==> src/inc/ddc_defs.svh <==
`ifndef DDC_DEFS_SVH
`define DDC_DEFS_SVH
// ****************************************
// register map
// ****************************************
`define DDC_OFS_CTRL      8'h00
`define DDC_OFS_SWTRIG    8'h04
`define DDC_CTRL_RESET    32'h00000000
`define DDC_SWTRIG_RESET  2'h0
// ****************************************
// field positions, channel zero; channel one adds the half offset
// ****************************************
`define DDC_CH_OFS        16
`define DDC_POS_EN        0
`define DDC_POS_BOFF      1
`define DDC_POS_TEN       2
`define DDC_POS_TSEL      3
`define DDC_POS_WAVE      6
`define DDC_POS_WIDTH     8
`define DDC_POS_DMA       12
`define DDC_CH_MASK       16'h1fff
`define DDC_TSEL_EXT9     3'h6
`define DDC_TSEL_SOFT     3'h7
`define DDC_WIDTH_MAX     4'hb
`define DDC_LFSR_SEED     12'haaa
`endif

==> src/inc/ddc_pkg.sv <==
package ddc_pkg;
  typedef enum logic [1:0] {
    DDC_TRI_UP,
    DDC_TRI_DOWN
  } ddc_tri_dir_t;
  typedef logic [11:0] ddc_sample_t;
endpackage : ddc_pkg

==> src/hdl/ddc_top.sv <==
`timescale 1ns/1ps
`include "ddc_defs.svh"
// Operation
// software uses word accesses to control register
// per-channel converter enable bits 0/16
// buffer-off bits 1/17 disable output buffer
// trigger enable bits 2/18
// trigger source select, only when enabled
// wave kind active while trigger enabled
// width code plus one, capped 12
// noise masks LFSR above width
// triangle amplitude (2<<(n-1))-1
// DMA enable bits 12/28
// channel one mirrors channel zero layout
// software trigger register at 0x04
// software writes one to trigger
// hardware clears software trigger when taken
// software writes reserved bits zero
// transfer on trigger, else automatic
// external rising edge, software by bit
// DMA request on hardware trigger only
// output is holding plus wave
// synchronise external triggers, edge pulse
// wave steps once per accepted trigger
module ddc_top
  import ddc_pkg::*;
#(
  parameter int NCH  = 2,
  parameter int NSRC = 7
) (
  input  wire logic                 ref_clk,
  input  wire logic                 nrst,
  input  wire logic [7:0]           reg_addr,
  input  wire logic [31:0]          reg_wdata,
  input  wire logic                 reg_wr,
  input  wire logic                 reg_rd,
  output logic      [31:0]          reg_rdata,
  // timer outputs 5,2,6,4,1,3 in select order, then line nine
  input  wire logic [NSRC-1:0]      trigger_in,
  input  wire logic [NCH*12-1:0]    holding_value,
  output logic      [NCH*12-1:0]    output_value,
  output logic      [NCH-1:0]       chan_convert_on,
  output logic      [NCH-1:0]       chan_buffer_disable,
  output logic      [NCH-1:0]       dma_request
);
  // ****************************************
  // register file
  // ****************************************
  logic [31:0]    ctrl_q, ctrl_d;
  logic [NCH-1:0] swt_q, swt_d;
  logic [31:0]    rdata_q, rdata_d;
  logic [NCH-1:0] soft_take;

  always_comb begin
    ctrl_d  = ctrl_q;
    rdata_d = 32'h00000000;
    // whole-word write
    if (reg_wr && reg_addr == `DDC_OFS_CTRL) begin
      // reserved kept zero
      ctrl_d = reg_wdata & {`DDC_CH_MASK, `DDC_CH_MASK};
    end
    // trigger register, hardware clear
    // cleared when taken; a new write wins over the clear
    swt_d = swt_q & ~soft_take;
    // write one sets
    if (reg_wr && reg_addr == `DDC_OFS_SWTRIG) begin
      swt_d = swt_d | reg_wdata[NCH-1:0];
    end
    if (reg_rd) begin
      unique case (reg_addr)
        `DDC_OFS_CTRL:   rdata_d = ctrl_q;
        `DDC_OFS_SWTRIG: rdata_d = {{(32-NCH){1'b0}}, swt_q};
        default:         rdata_d = 32'h00000000;
      endcase
    end
  end

  always_ff @(posedge ref_clk) begin
    if (!nrst) begin
      ctrl_q  <= `DDC_CTRL_RESET;
      swt_q   <= `DDC_SWTRIG_RESET;
      rdata_q <= 32'h00000000;
    end else begin
      ctrl_q  <= ctrl_d;
      swt_q   <= swt_d;
      rdata_q <= rdata_d;
    end
  end
  assign reg_rdata = rdata_q;

  // ****************************************
  // trigger synchronisers
  // ****************************************
  logic [NSRC-1:0] sy1_q, sy2_q, sy3_q, lvl_q;
  logic [NSRC-1:0] sy1_d, sy2_d, sy3_d, lvl_d;
  logic [NSRC-1:0] rise;

  always_comb begin
    // three stages, change once stages two and three agree
    sy1_d = trigger_in;
    sy2_d = sy1_q;
    sy3_d = sy2_q;
    lvl_d = lvl_q;
    for (int i = 0; i < NSRC; i++) begin
      if (sy2_q[i] == sy3_q[i]) begin
        lvl_d[i] = sy3_q[i];
      end
    end
    // rising edge only
    rise = lvl_d & ~lvl_q;
  end

  always_ff @(posedge ref_clk) begin
    if (!nrst) begin
      sy1_q <= '0;
      sy2_q <= '0;
      sy3_q <= '0;
      lvl_q <= '0;
    end else begin
      sy1_q <= sy1_d;
      sy2_q <= sy2_d;
      sy3_q <= sy3_d;
      lvl_q <= lvl_d;
    end
  end

  // ****************************************
  // per-channel wave and output
  // ****************************************
  for (genvar c = 0; c < NCH; c++) begin : g_ch
    // same layout, upper half for channel one
    localparam int B = c * `DDC_CH_OFS;
    logic        ten;
    logic [2:0]  tsel;
    logic [1:0]  wave;
    logic [3:0]  wcode;
    logic        hw_ev, sw_ev, ev;
    logic [11:0] mask, noise, sum;
    ddc_sample_t  lfsr_q, lfsr_d, tri_q, tri_d, out_q, out_d;
    ddc_tri_dir_t dir_q, dir_d;
    logic        dma_q, dma_d;

    // converter enable
    assign chan_convert_on[c] = ctrl_q[B + `DDC_POS_EN];
    // buffer off when set
    assign chan_buffer_disable[c] = ctrl_q[B + `DDC_POS_BOFF];
    // trigger enable
    assign ten   = ctrl_q[B + `DDC_POS_TEN];
    assign tsel  = ctrl_q[B + `DDC_POS_TSEL +: 3];
    assign wave  = ctrl_q[B + `DDC_POS_WAVE +: 2];
    assign wcode = ctrl_q[B + `DDC_POS_WIDTH +: 4];

    always_comb begin
      // source picked only with trigger enabled
      hw_ev = ten && tsel != `DDC_TSEL_SOFT && rise[tsel];
      sw_ev = ten && tsel == `DDC_TSEL_SOFT && swt_q[c];
      soft_take[c] = sw_ev;
      ev = hw_ev || sw_ev;
      // width is code plus one, capped
      // mask doubles as triangle amplitude
      if (wcode >= `DDC_WIDTH_MAX) begin
        mask = 12'hfff;
      end else begin
        mask = 12'((13'h2 << wcode) - 13'h1);
      end
      // upper LFSR bits masked
      noise = 12'h000;
      // wave kind only with trigger enabled
      if (ten && wave == 2'h1) begin
        noise = lfsr_q & mask;
      end else if (ten && wave[1]) begin
        noise = tri_q;
      end
      lfsr_d = lfsr_q;
      tri_d  = tri_q;
      dir_d  = dir_q;
      // step once per accepted trigger
      if (ev && wave == 2'h1) begin
        lfsr_d = {lfsr_q[10:0], lfsr_q[11] ^ lfsr_q[5] ^ lfsr_q[3] ^ lfsr_q[0]};
      end else if (ev && wave[1]) begin
        unique case (dir_q)
          DDC_TRI_UP: begin
            if (tri_q >= mask) begin
              dir_d = DDC_TRI_DOWN;
              tri_d = (mask == 12'h000) ? 12'h000 : 12'(mask - 12'h1);
            end else begin
              tri_d = 12'(tri_q + 12'h1);
            end
          end
          DDC_TRI_DOWN: begin
            if (tri_q == 12'h000) begin
              dir_d = DDC_TRI_UP;
              tri_d = (mask == 12'h000) ? 12'h000 : 12'h001;
            end else begin
              tri_d = 12'(tri_q - 12'h1);
            end
          end
          default: dir_d = DDC_TRI_UP;
        endcase
      end
      // holding plus wave, wraps at twelve bits
      sum = 12'(holding_value[c*12 +: 12] + noise);
      // triggered or automatic transfer
      out_d = out_q;
      if (!ten || ev) begin
        out_d = sum;
      end
      // DMA enable
      // hardware trigger only
      dma_d = hw_ev && ctrl_q[B + `DDC_POS_DMA];
    end

    always_ff @(posedge ref_clk) begin
      if (!nrst) begin
        lfsr_q <= `DDC_LFSR_SEED;
        tri_q  <= 12'h000;
        dir_q  <= DDC_TRI_UP;
        out_q  <= 12'h000;
        dma_q  <= 1'b0;
      end else begin
        lfsr_q <= lfsr_d;
        tri_q  <= tri_d;
        dir_q  <= dir_d;
        out_q  <= out_d;
        dma_q  <= dma_d;
      end
    end
    assign output_value[c*12 +: 12] = out_q;
    assign dma_request[c] = dma_q;
  end
endmodule : ddc_top

==> config.mk <==
export PLATFORM = sky130hd
export DESIGN_NAME = ddc_top
export DESIGN_NICKNAME = d
export VERILOG_FILES = /design/src/inc/ddc_pkg.sv /design/src/hdl/ddc_top.sv
export VERILOG_INCLUDE_DIRS = /design/src /design/src/inc
export SDC_FILE = /design/constraint.sdc
export NUM_CORES = 1
export LEC_CHECK = 0
export BUFFER_PORTS_ARGS = -buffer_cell sky130_fd_sc_hd__buf_2
export CAP_MARGIN = 10
export CORE_ASPECT_RATIO = 1.25
export CORE_UTILIZATION = 58
export CTS_CLUSTER_DIAMETER = 100
export DETAILED_ROUTE_END_ITERATION = 10
export HOLD_SLACK_MARGIN = 0.1
export PLACE_DENSITY_LB_ADDON = 0.08
export SLEW_MARGIN = 20
export SYNTH_ARGS = -nofsm -noshare
export SYNTH_HDL_FRONTEND = slang
export SYNTH_SLANG_ARGS = --single-unit
==> constraint.sdc <==
create_clock -name ref_clk -period 4.7 [get_ports ref_clk]
set_clock_uncertainty 0.1 [all_clocks]
set_input_delay 0.94 -clock ref_clk [delete_from_list [all_inputs] [get_ports ref_clk]]
set_output_delay 0.94 -clock ref_clk [all_outputs]
set_load 0.05 [all_outputs]
Yosys cells after proc, flatten, opt, wreduce, memory -nomap -nowiden
Index checks and enable logic that the tools add are counted.
{ "word_totals": {"inputBits": 75, "out_inout_bits": 62, "ff_bits": 166} }
{ "op_classes": {"n_shift": 2, "n_reduce_logical": 40, "muxes": 35, "order_cmp": 6, "n_eq_ne": 20, "bitwise_logic": 15, "n_addsub": 10} }
{ "op_table": {"columns": ["operator", "count"], "rows": [
  ["two-way mux 12 bit", 12],
  ["subtractor 12 x 1 -> 12 bit, second input constant", 6],
  ["one-hot mux 29 bit (2 select lines)", 1],
  ["zero test 12 bit", 4],
  ["one-hot mux 12 bit (2 select lines)", 2],
  ["adder 12 x 1 -> 12 bit, second input constant", 2],
  ["adder 12 bit", 2],
  ["bitwise AND 12 bit", 2],
  ["greater-or-equal comparator 12 bit", 2],
  ["left shift 2 x 4 -> 12 bit, first input constant", 2],
  ["logical AND 1 bit", 20],
  ["two-way mux 1 bit", 11],
  ["two-way mux 2 bit", 5],
  ["== test 2 x 1 -> 1 bit, second input constant", 4],
  ["== test 8 x 3 -> 1 bit, second input constant", 1],
  ["greater-or-equal comparator 4 bit, second input constant", 2],
  ["zero test 8 bit", 1],
  ["less-than comparator 3 x 4 -> 1 bit, second input constant", 2],
  ["!= test 2 bit, second input constant", 4],
  ["one-hot mux 2 bit (2 select lines)", 2],
  ["AND reduction 4 bit", 2],
  ["bitwise AND 7 bit", 1],
  ["== test 1 bit", 7],
  ["inverter 7 bit", 1],
  ["other kinds (14)", 30]
]} }

Logic depth before layout (Yosys ltp)
Gate-level depths: netlist (run 1).
{ "depth": {"word_depth": 10, "mapped_depth": 20, "mapped_depth_nobuf": 18} }

Worst setup path after synthesis (run 1)
OpenSTA, ideal clock, no wires.
{ "synth_timing": {"kind": "register -> register", "from": "register ctrl_q[26]", "to": "register g_ch[1].out_q[10]", "path_stages_with_launch": 17, "arrival_time_ns": 3.709, "path_slack_ns": 0.770, "setup_time_ns": 0.122, "cell_sequence": "dfxtp_1 -> clkbuf_1 -> or4_1 -> ha_1 -> clkbuf_1 -> or2_2 -> a22o_1 -> a31oi_1 -> o21ai_0 -> and2_1 -> ha_1 -> nor2b_1 -> or2_2 -> a31o_2 -> a21oi_1 -> xor2_1 -> o22ai_1"} }
{ "synth_via": {"elab_chain_cells": 6, "elab_cells_between_ends": 7, "classes_between": "2 x add/sub; 1 x order compare; 1 x shift; 2 x mux; 1 x bitwise"} }
{ "synth_rtl": {"columns": ["element", "line", "rtl"], "rows": [
  ["start: declaration", "ddc_top.sv:49", "logic [31:0] ctrl_q, ctrl_d;"],
  ["start signal: assignment", "ddc_top.sv:80", "ctrl_q <= `DDC_CTRL_RESET;"],
  ["start signal: assignment", "ddc_top.sv:84", "ctrl_q <= ctrl_d;"],
  ["left shift 2 x 4 -> 12 bit", "ddc_top.sv:164", "mask = 12'((13'h2 << wcode) - 13'h1);"],
  ["subtractor 12 x 1 -> 12 bit", "ddc_top.sv:164", null],
  ["two-way mux 12 bit *", "ddc_top.sv:161", "if (wcode >= `DDC_WIDTH_MAX) begin"],
  ["bitwise AND 12 bit *", "ddc_top.sv:170", "noise = lfsr_q & mask;"],
  ["two-way mux 12 bit *", "ddc_top.sv:169", "if (ten && wave == 2'h1) begin"],
  ["adder 12 bit *", "ddc_top.sv:202", "sum = 12'(holding_value[c*12 +: 12] + noise);"],
  ["end signal: assignment", "ddc_top.sv:224", "out_q <= out_d;"],
  ["end: declaration", "ddc_top.sv:139", "ddc_sample_t lfsr_q, lfsr_d, tri_q, tri_d, out_q, out_d;"]
]} }
Every way passes the cells marked *; elsewhere a longest branch is shown, timed or not.
A chain may end at the register's enable or synchronous reset.

Worst setup path in the final report (run 1)
{ "layout_timing": {"from": "register ctrl_q[24]", "to": "register g_ch[1].out_q[10]"} }
The elaborated chain is that of the path after synthesis.

==> summary.txt, run 1 <==
Global route
  • Met3 Use GR: 5.24%
  • Initial antenna violation count: 0
  • Met2 Use GR: 52.1%
  • Gr ovfl total: 0
  • Tot GR Track Use: 29.2%
  • Number of global-route vias before repair: 7931
  • First-pass GRT wire length: 38.0 mm
  • Largest net degree at the start of global routing: 67
  • Met1 usage: 34.5%
  • GRT busiest layer: met2

STA
  • Final setup margin: 451 ps
  • Worst-margin pin slew: 1090 ps
  • Setup TNS: 0 ps
  • Worst rel slew slack: 27.5%
  • Worst Hold Slack: 337 ps
  • Final setup violating endpoints: 0
  • Final Hold Viols: 0
  • Min Tclk post-route: 4250 ps
  • Fin. max-slew vios: 0
  • Achievable frequency: 0.235 GHz
  • Period utilisation layout: 90.4%
  • Unrepaired setup endpoints after global routing: false

Synthesis
  • Post-synthesis compound-gate area fraction: 18.7%
  • Simple-gate area share of the yosys netlist: 24.9%
  • Syn avg cell area: 8.04 um^2
  • Yosys warning count: 0
  • Top cell type's share of synthesized area: 33.8%
  • Fraction of the mapped netlist area in adder cells: 7.32%
  • Register area share after synthesis: 33.8%
  • Post-synth EDFFs: 0
  • Synth unique cells: 88
  • Ys async rst share: 0%
  • Main combinational cell family by area after synthesis: simple AND/OR/NAND/NOR gates
  • Xor-xnor portion of the synthesized cell area: 4.49%
  • Mux cell area share after synthesis: 5.39%
  • Cell Area, Synth: 9360 um^2
  • Flop and latch count out of synthesis: 158
  • Top cells by area, synth: dfxtp_1 (34%), ha_1 (6.7%), nand2_1 (6.0%), a21oi_1 (5.1%), mux2i_1 (5.0%)
  • Mapped Cells: 1164
  • Top_reg_cell synth: dfxtp_1
  • Area leader, netlist: dfxtp_1

Clock network
  • CTS H-tree lvls: 4
  • Max Root-Sink Buffers: 2
  • Worst skew pair latency: 440 ps
  • TritonCTS clock tree: done
  • Hold Buf Count CTS: 0
  • Clk sinks: 158
  • CTS root buf: clkbuf_16
  • Cts bufs inserted: 17
  • Clk slew on worst S/H paths: 70 ps
  • PostCTS Resize Cnt: 0
  • Setup bufs post-CTS: 0

Worst setup path
  • CP Capture Type: flop
  • Crit Path Max Fanout: 13
  • Crit Path Class: reg2reg
  • CP arrival: 4450 ps
  • Critical path startpoint category: flop
  • Critical path required time: 4900 ps

Route
  • DR DRC count: 0
  • Vias after detailed routing: 8625
  • Wire per inst: 16.0 um
  • ANT nets after route: 0
  • DRT iter0 DRCs: 608
  • Vias/cell: 5.86
  • First drt pass iteration count: 5
  • DRT Wirelength: 23.6 mm

Power and ir drop
  • Seq pwr share: 45.7%
  • Internal Power: 2.25 mW
  • Power, Total: 2.99 mW
  • Net Switching: 742 uW
  • Net Sw Frac: 24.8%
  • P_leak: 4.46 nW
  • Power Density: 281 nW/um^2
  • Comb power frac: 5.6%
  • Worst vdd ir: 0.230 mV
  • Clock Power Share: 48.7%

Floorplanning
  • I/O pin count: 137
  • Initial Util: 59.6%
  • Core ar.: 15700 um^2
  • DIE AREA: 16700 um^2
  • # rows: 51
  • Die width: 116 um
  • Die Y: 144 um

Cells and area
  • Fillers: 1400
  • Post-Route Utilization: 67.8%
  • N_diodes: 0
  • Area grow syn2layout: 13.6%
  • Nets: 1373
  • Most frequent cells in the layout: dfxtp_1 (158), nand2_1 (150), buf_2 (124)
  • Layout cells sized above 1: 16.0%
  • Commonest non-fill, non-tap cell in the layout: dfxtp_1

Place
  • IO Port Bufs: 124
  • GP Congestion: 0.906
  • DP HPWL: 16.9 mm
  • Dpl ws: 481 ps

Flow run
  • # Max-Cap Violations: 0

Min path
  • HP Class: reg2reg

Run status
  • Status: complete, no violations
==> Yosys cell counts, types with 18 or more instances <==
master and instances:
and2_1 55, mux2i_1 47, clkbuf_1 50, nand3_1 23
o21ai_0 47, xor2_1 18, xnor2_1 30, nand2_1 150
nor2b_1 23, dfxtp_1 158, a21oi_1 95, nor3_1 40
nor2_1 99, ha_1 50
==> per-layer routing <==
layer	part of all wire (%)	up-vias	wire length, um
met3	4.6	46	1090
met2	51	256	12000
met5	0	-	0
met1	42	4051	9880
li1	-	4272	-
met4	2.6	0	624
==> worst max-delay path: stages, from the launching register on <==
cell      delay [ps]
dfxtp_1          310
or4_1            650
ha_1             380
or2_2            350
nor2_1           140
a21oi_1           60
o31ai_1          140
o21ai_0          270
and2_1           230
ha_1             320
a211oi_1         280
o21ai_0          160
a31o_2           270
a21oi_1          160
xor2_1           190
o22ai_1          100
==> metrics by stage <==
stage	cells	area, um^2
floorplan	1169	9380
global placement	1439	10000
detailed placement	1439	10000
CTS	1471	10600
global route	1471	10600
finish	1471	10600
==> final cells by class <==
| class | count | area, um^2 | share of cell area (%) |
|---|---|---|---|
| well taps | 212 | 265 | 2.49 |
| flip-flops and latches | 158 | 3160 | 29.7 |
| repair buffers | 147 | 793 | 7.46 |
| clock inverters | 13 | 173 | 1.62 |
| multi-input cells | 903 | 5720 | 53.7 |
| inverters | 19 | 72.6 | 0.682 |
| clock buffers | 19 | 453 | 4.26 |
==> cells by family after synthesis <==
group | after synthesis
AO/OA/AOI/OAI | 274
XOR/XNOR | 48
adder cells (fa/ha/maj) | 54
buffers and inverters | 108
flip-flops | 158
multiplexers | 50
other | 1
AND/OR/NAND/NOR | 471
==> registers in the layout, indices dropped and copies added (netlist names) <==
name / count
reg_rdata: 26
g_ch.dir_q: 2
sy2_q: 7
g_ch.tri_q: 24
g_ch.out_q: 24
g_ch.dma_q: 2
ctrl_q: 26
sy1_q: 7
g_ch.lfsr_q: 24
lvl_q: 7
swt_q: 2
sy3_q: 7
==> path summary, 6_finish.rpt <==
kind         slack, ps  startpoint  cells after the start           endpoint
max                450  ctrl_q[24]                     15  g_ch[1].out_q[10]
min reg2reg        340    sy1_q[5]                      1           sy2_q[5]
max reg2reg        450  ctrl_q[24]                     15  g_ch[1].out_q[10]
min                340    sy1_q[5]                      1           sy2_q[5]
==> power groups by stage <==
stage          Clock, mW  Combinational [mW]  Sequential [mW]
2_1_floorplan          0              0.0747             1.43
3_3_place_gp           0               0.165             1.40
3_5_place_dp           0               0.167             1.40
4_1_cts             1.48               0.167             1.37
5_1_grt             1.54               0.180             1.37
6_report            1.46               0.167             1.37
Note: power is estimated with default switching activity, not from simulation.
==> run 2: changes to the inputs <==
Settings changed: PLACE_DENSITY set to 0.83, PLACE_DENSITY_LB_ADDON 0.08 to not set.
==> run 2 against run 1 <==
Compared with the run above: count of clock-buffer cells in the layout down 1; flip-flop and latch count unchanged; via count down 0.10%; critical path type unchanged.
==> summary.txt, run 2 (synthesized netlist as in run 1, its figures left out) <==
Clock network
  • Worst skew pair latency: 430 ps
  • Clk slew on worst S/H paths: 70 ps
  • TritonCTS clock tree: done
  • CTS root buf: clkbuf_16
  • Clk sinks: 158
  • Hold Buf Count CTS: 0
  • Setup bufs post-CTS: 0
  • PostCTS Resize Cnt: 0
  • Max Root-Sink Buffers: 2
  • CTS H-tree lvls: 4
  • Cts bufs inserted: 17

Worst setup path
  • CP bufs+invs: 0
  • CP peak stage delay: 650 ps
  • CP arrival: 4450 ps
  • Critical path required time: 4900 ps
  • Crit-path cells: or4_1 > ha_1 > or2_2 > nor2_1 > a21oi_1 > o31ai_1 > o21ai_0 > and2_1 > ha_1 > a211oi_1 > o21ai_0 > a31o_2 > a21oi_1 > xor2_1 > o22ai_1
  • CP top delay family: compound AO/OA/AOI/OAI gates
  • Crit Path Max Fanout: 13
  • Critical path startpoint category: flop
  • Crit Path Class: reg2reg
  • Timing startpoint of the critical path: ctrl_q[24]
  • R2R Path Start: ctrl_q[24]
  • CP Capture Type: flop
  • Slowest cell on crit path: or4_1

Global route
  • Gr ovfl total: 0
  • Number of global-route vias before repair: 8121
  • Largest net degree at the start of global routing: 64
  • Tot GR Track Use: 29.6%
  • Initial antenna violation count: 1
  • First-pass GRT wire length: 38.7 mm

STA
  • Setup TNS: 0 ps
  • Worst-margin pin slew: 1060 ps
  • Final Hold Viols: 0
  • Final setup margin: 456 ps
  • Final setup violating endpoints: 0
  • Worst rel slew slack: 29.1%
  • Achievable frequency: 0.236 GHz
  • Unrepaired setup endpoints after global routing: false
  • Fin. max-slew vios: 0
  • Min Tclk post-route: 4240 ps
  • Period utilisation layout: 90.3%

Power and ir drop
  • Worst vdd ir: 0.247 mV
  • Power Density: 281 nW/um^2
  • P_leak: 4.43 nW
  • Power, Total: 2.97 mW

Floorplanning
  • Die width: 116 um
  • I/O pin count: 137
  • Core ar.: 15700 um^2
  • # rows: 51
  • Initial Util: 59.6%
  • Die Y: 144 um
  • DIE AREA: 16700 um^2

Route
  • Vias after detailed routing: 8616
  • Wire per inst: 16.4 um
  • DRT Wirelength: 24.1 mm
  • DRT iter0 DRCs: 766
  • DR DRC count: 0
  • ANT nets after route: 0
  • Vias/cell: 5.87
  • First drt pass iteration count: 5

Cells and area
  • Nets: 1369
  • Fillers: 1334
  • Area grow syn2layout: 13.2%
  • Post-Route Utilization: 67.5%
  • Sequential Area: 3160 um^2
  • Commonest non-fill, non-tap cell in the layout: dfxtp_1
  • Non-filler cells, final: 1468
  • Most frequent cells in the layout: dfxtp_1 (158), nand2_1 (150), buf_2 (124)
  • Multi-input logic area: 5720 um^2
  • Layout cells sized above 1: 15.8%

Place
  • Post-placement cell count: 1435
  • GP Congestion: 0.970
  • IO Port Bufs: 124
  • Dpl ws: 442 ps
  • DP HPWL: 17.0 mm

Run status
  • Status: complete, no violations

Flow run
  • # Max-Cap Violations: 0

Min path
  • HP Class: reg2reg
  • Hold path start: sy1_q[1]
run 2: metal layers:
layer | vias up | global-route usage (%) | wire length [um]
met5 | - | 0 | 0
met4 | 0 | 14.4 | 797
met3 | 70 | 5.24 | 1150
met2 | 280 | 53.7 | 12400
met1 | 4021 | 33.1 | 9710
li1 | 4245 | - | -
run 2: path summary, 6_finish.rpt:
kind | end | slack (ps) | cells after the start
max | g_ch[1].out_q[10] | 460 | 15
min | sy2_q[1] | 340 | 1
max reg2reg | g_ch[1].out_q[10] | 460 | 15
min reg2reg | sy2_q[1] | 340 | 1
run 2: area by class of cell:
type,instances,share of cell area [%]
multi-input cells,903,54.0
flip-flops and latches,158,29.8
repair buffers,143,7.20
clock buffers,18,4.14
well taps,212,2.50
clock inverters,14,1.63
inverters,19,0.673
diodes,1,0.0236
run 2: metrics by stage:
step                      instance area [um^2]  hold WS, ps
after CTS                                10600          337
after global routing                     10600          346
final                                    10600          335
after detailed placement                  9980          318
after global placement                    9980          313
after floorplan                           9380          312
run 2: worst register-to-register path: stages (launching register included):
cell      delay (ps)
dfxtp_1          310
or4_1            650
ha_1             380
or2_2            350
nor2_1           130
a21oi_1           60
o31ai_1          170
o21ai_0          240
and2_1           210
ha_1             310
a211oi_1         320
o21ai_0          160
a31o_2           260
a21oi_1          170
xor2_1           180
o22ai_1          100
run 2: power breakdown:
group	internal [mW]	switching (mW)	total, mW
clock	0.817	0.621	1.44
combinational	0.0552	0.113	0.168
sequential	1.36	0.0105	1.37
==> run 3: changes to the inputs <==
Settings changed: CORE_UTILIZATION 58 to 60, PLACE_DENSITY 0.83 to 0.85.
Clock period 4.7 ns to 5.2 ns, I/O delays scaled along.
==> run 3 against run 2 <==
Compared with the run above: cell area fell by 0.74%; register-to-register slack barely moved; utilization rose by 2.0 points; wire length fell by 1.2%; via count fell by 0.14%; non-clock buffer count fell by 10; die area fell by 3.3%; count of clock-buffer cells in the layout rose by 1; clock power fell by 9%.
==> summary.txt, run 3 (synthesized netlist as in run 1, its figures left out) <==
Clock network
  • Clk sinks: 158
  • CTS root buf: clkbuf_16
  • CTS H-tree lvls: 4
  • Worst skew pair latency: 440 ps
  • Max Root-Sink Buffers: 2
  • TritonCTS clock tree: done
  • Clk slew on worst S/H paths: 70 ps
  • PostCTS Resize Cnt: 0
  • Hold Buf Count CTS: 0
  • Cts bufs inserted: 17
  • Setup bufs post-CTS: 0

Worst setup path
  • R2R Path End: g_ch[0].tri_q[1]
  • Most used cell, CP: ha_1
  • Crit Path Max Fanout: 18
  • CP arrival: 4970 ps
  • Critical path startpoint category: flop
  • CP Capture Type: flop
  • R2R Path Start: ctrl_q[9]
  • R2R Setup Slk: 470 ps
  • R2R depth: 15
  • CP peak stage delay: 780 ps
  • Crit Path Class: reg2reg
  • Crit-path cells: nor4_1 > inv_1 > ha_1 > nor2b_1 > a21oi_1 > o22a_1 > o32ai_1 > ha_1 > nand2_1 > o21ai_0 > a211oi_1 > o21ai_2 > mux2i_1 > o221ai_1 > and3_1
  • Critical path required time: 5430 ps
  • Slowest cell on crit path: nor4_1

Place
  • IO Port Bufs: 124
  • Post-placement cell count: 1421
  • GP Congestion: 0.923
  • Dpl ws: 566 ps
  • DP HPWL: 17.0 mm

Flow run
  • # Max-Cap Violations: 0

STA
  • Setup TNS: 0 ps
  • Final Hold Viols: 0
  • Worst-margin pin slew: 1060 ps
  • Worst rel slew slack: 29.3%
  • Final setup violating endpoints: 0
  • Period utilisation layout: 91.0%
  • Achievable frequency: 0.211 GHz
  • Fin. max-slew vios: 0
  • Min Tclk post-route: 4730 ps
  • Final setup margin: 466 ps
  • Unrepaired setup endpoints after global routing: false

Global route
  • First-pass GRT wire length: 39.1 mm
  • Number of global-route vias before repair: 8417
  • Initial antenna violation count: 0
  • Tot GR Track Use: 30.5%
  • Largest net degree at the start of global routing: 42
  • Gr ovfl total: 0

Cells and area
  • Layout cells sized above 1: 15.1%
  • Nets: 1359
  • N_diodes: 0
  • Area grow syn2layout: 12.4%
  • Commonest non-fill, non-tap cell in the layout: dfxtp_1
  • Non-filler cells, final: 1453
  • Most frequent cells in the layout: dfxtp_1 (158), nand2_1 (150), buf_2 (124)

Min path
  • WHS Endpoint: sy2_q[2]
  • Hold-critical path depth: 1
  • Hold path start: sy1_q[2]
  • HP Class: reg2reg

Route
  • DRT iter0 DRCs: 611
  • Wire per inst: 16.4 um
  • ANT nets after route: 0
  • DRT Wirelength: 23.8 mm
  • First drt pass iteration count: 5
  • Vias after detailed routing: 8604
  • DR DRC count: 0
  • Vias/cell: 5.92

Floorplanning
  • Die Y: 142 um
  • # rows: 50
  • I/O pin count: 137
  • Initial Util: 61.8%
  • Die width: 114 um
  • Core ar.: 15100 um^2
  • DIE AREA: 16100 um^2

Run status
  • Status: complete, no violations

Power and ir drop
  • Power Density: 257 nW/um^2
  • Worst vdd ir: 0.229 mV
  • P_leak: 4.39 nW
  • Power, Total: 2.70 mW
[run 3: layout make-up]
type | count | area, um^2
multi-input cells | 903 | 5720
repair buffers | 133 | 688
well taps | 208 | 260
inverters | 19 | 71.3
fillers | 1209 | 4620
flip-flops and latches | 158 | 3160
clock inverters | 13 | 163
clock buffers | 19 | 453
[run 3: per-layer routing]
layer	GRT usage [%]	up-vias	routed length, um
met5	0	-	0
met1	33.3	4008	9450
met3	5.34	77	1100
met2	55.6	284	12400
met4	16.6	0	888
li1	-	4235	-
[run 3: report_power, final]
part,internal [mW],switching [mW]
clock network,0.754,0.557
registers,1.23,0.00918
logic,0.0497,0.103
[run 3: how the worst max path moves through the flow]
stage | start | end | slack, ps
final | ctrl_q[9] | g_ch[0].tri_q[1] | 470
after CTS | ctrl_q[9] | g_ch[0].tri_q[9] | 530
after floorplan | ctrl_q[26] | g_ch[1].out_q[10] | 1270
after detailed placement | ctrl_q[9] | g_ch[0].tri_q[9] | 570
after global placement | ctrl_q[9] | g_ch[0].tri_q[9] | 660
after global routing | ctrl_q[9] | g_ch[0].out_q[10] | 130
[run 3: worst max-delay path: cells and delay by family (launching register included)]
| family | cells | cell delay [ps] |
|---|---|---|
| AO/OA/AOI/OAI | 7 | 1650 |
| adder cells (fa/ha/maj) | 2 | 730 |
| buffers and inverters | 1 | 160 |
| flip-flops | 1 | 460 |
| multiplexers | 1 | 270 |
| AND/OR/NAND/NOR | 4 | 1270 |
[run 3: through the flow]
step,hold slack [ps],area [um^2],util (%)
2_1_floorplan,312,9380,-
3_3_place_gp,316,9900,65.4
3_5_place_dp,322,9910,65.4
4_1_cts,341,10500,69.5
5_1_grt,352,10500,69.5
6_report,337,10500,69.5
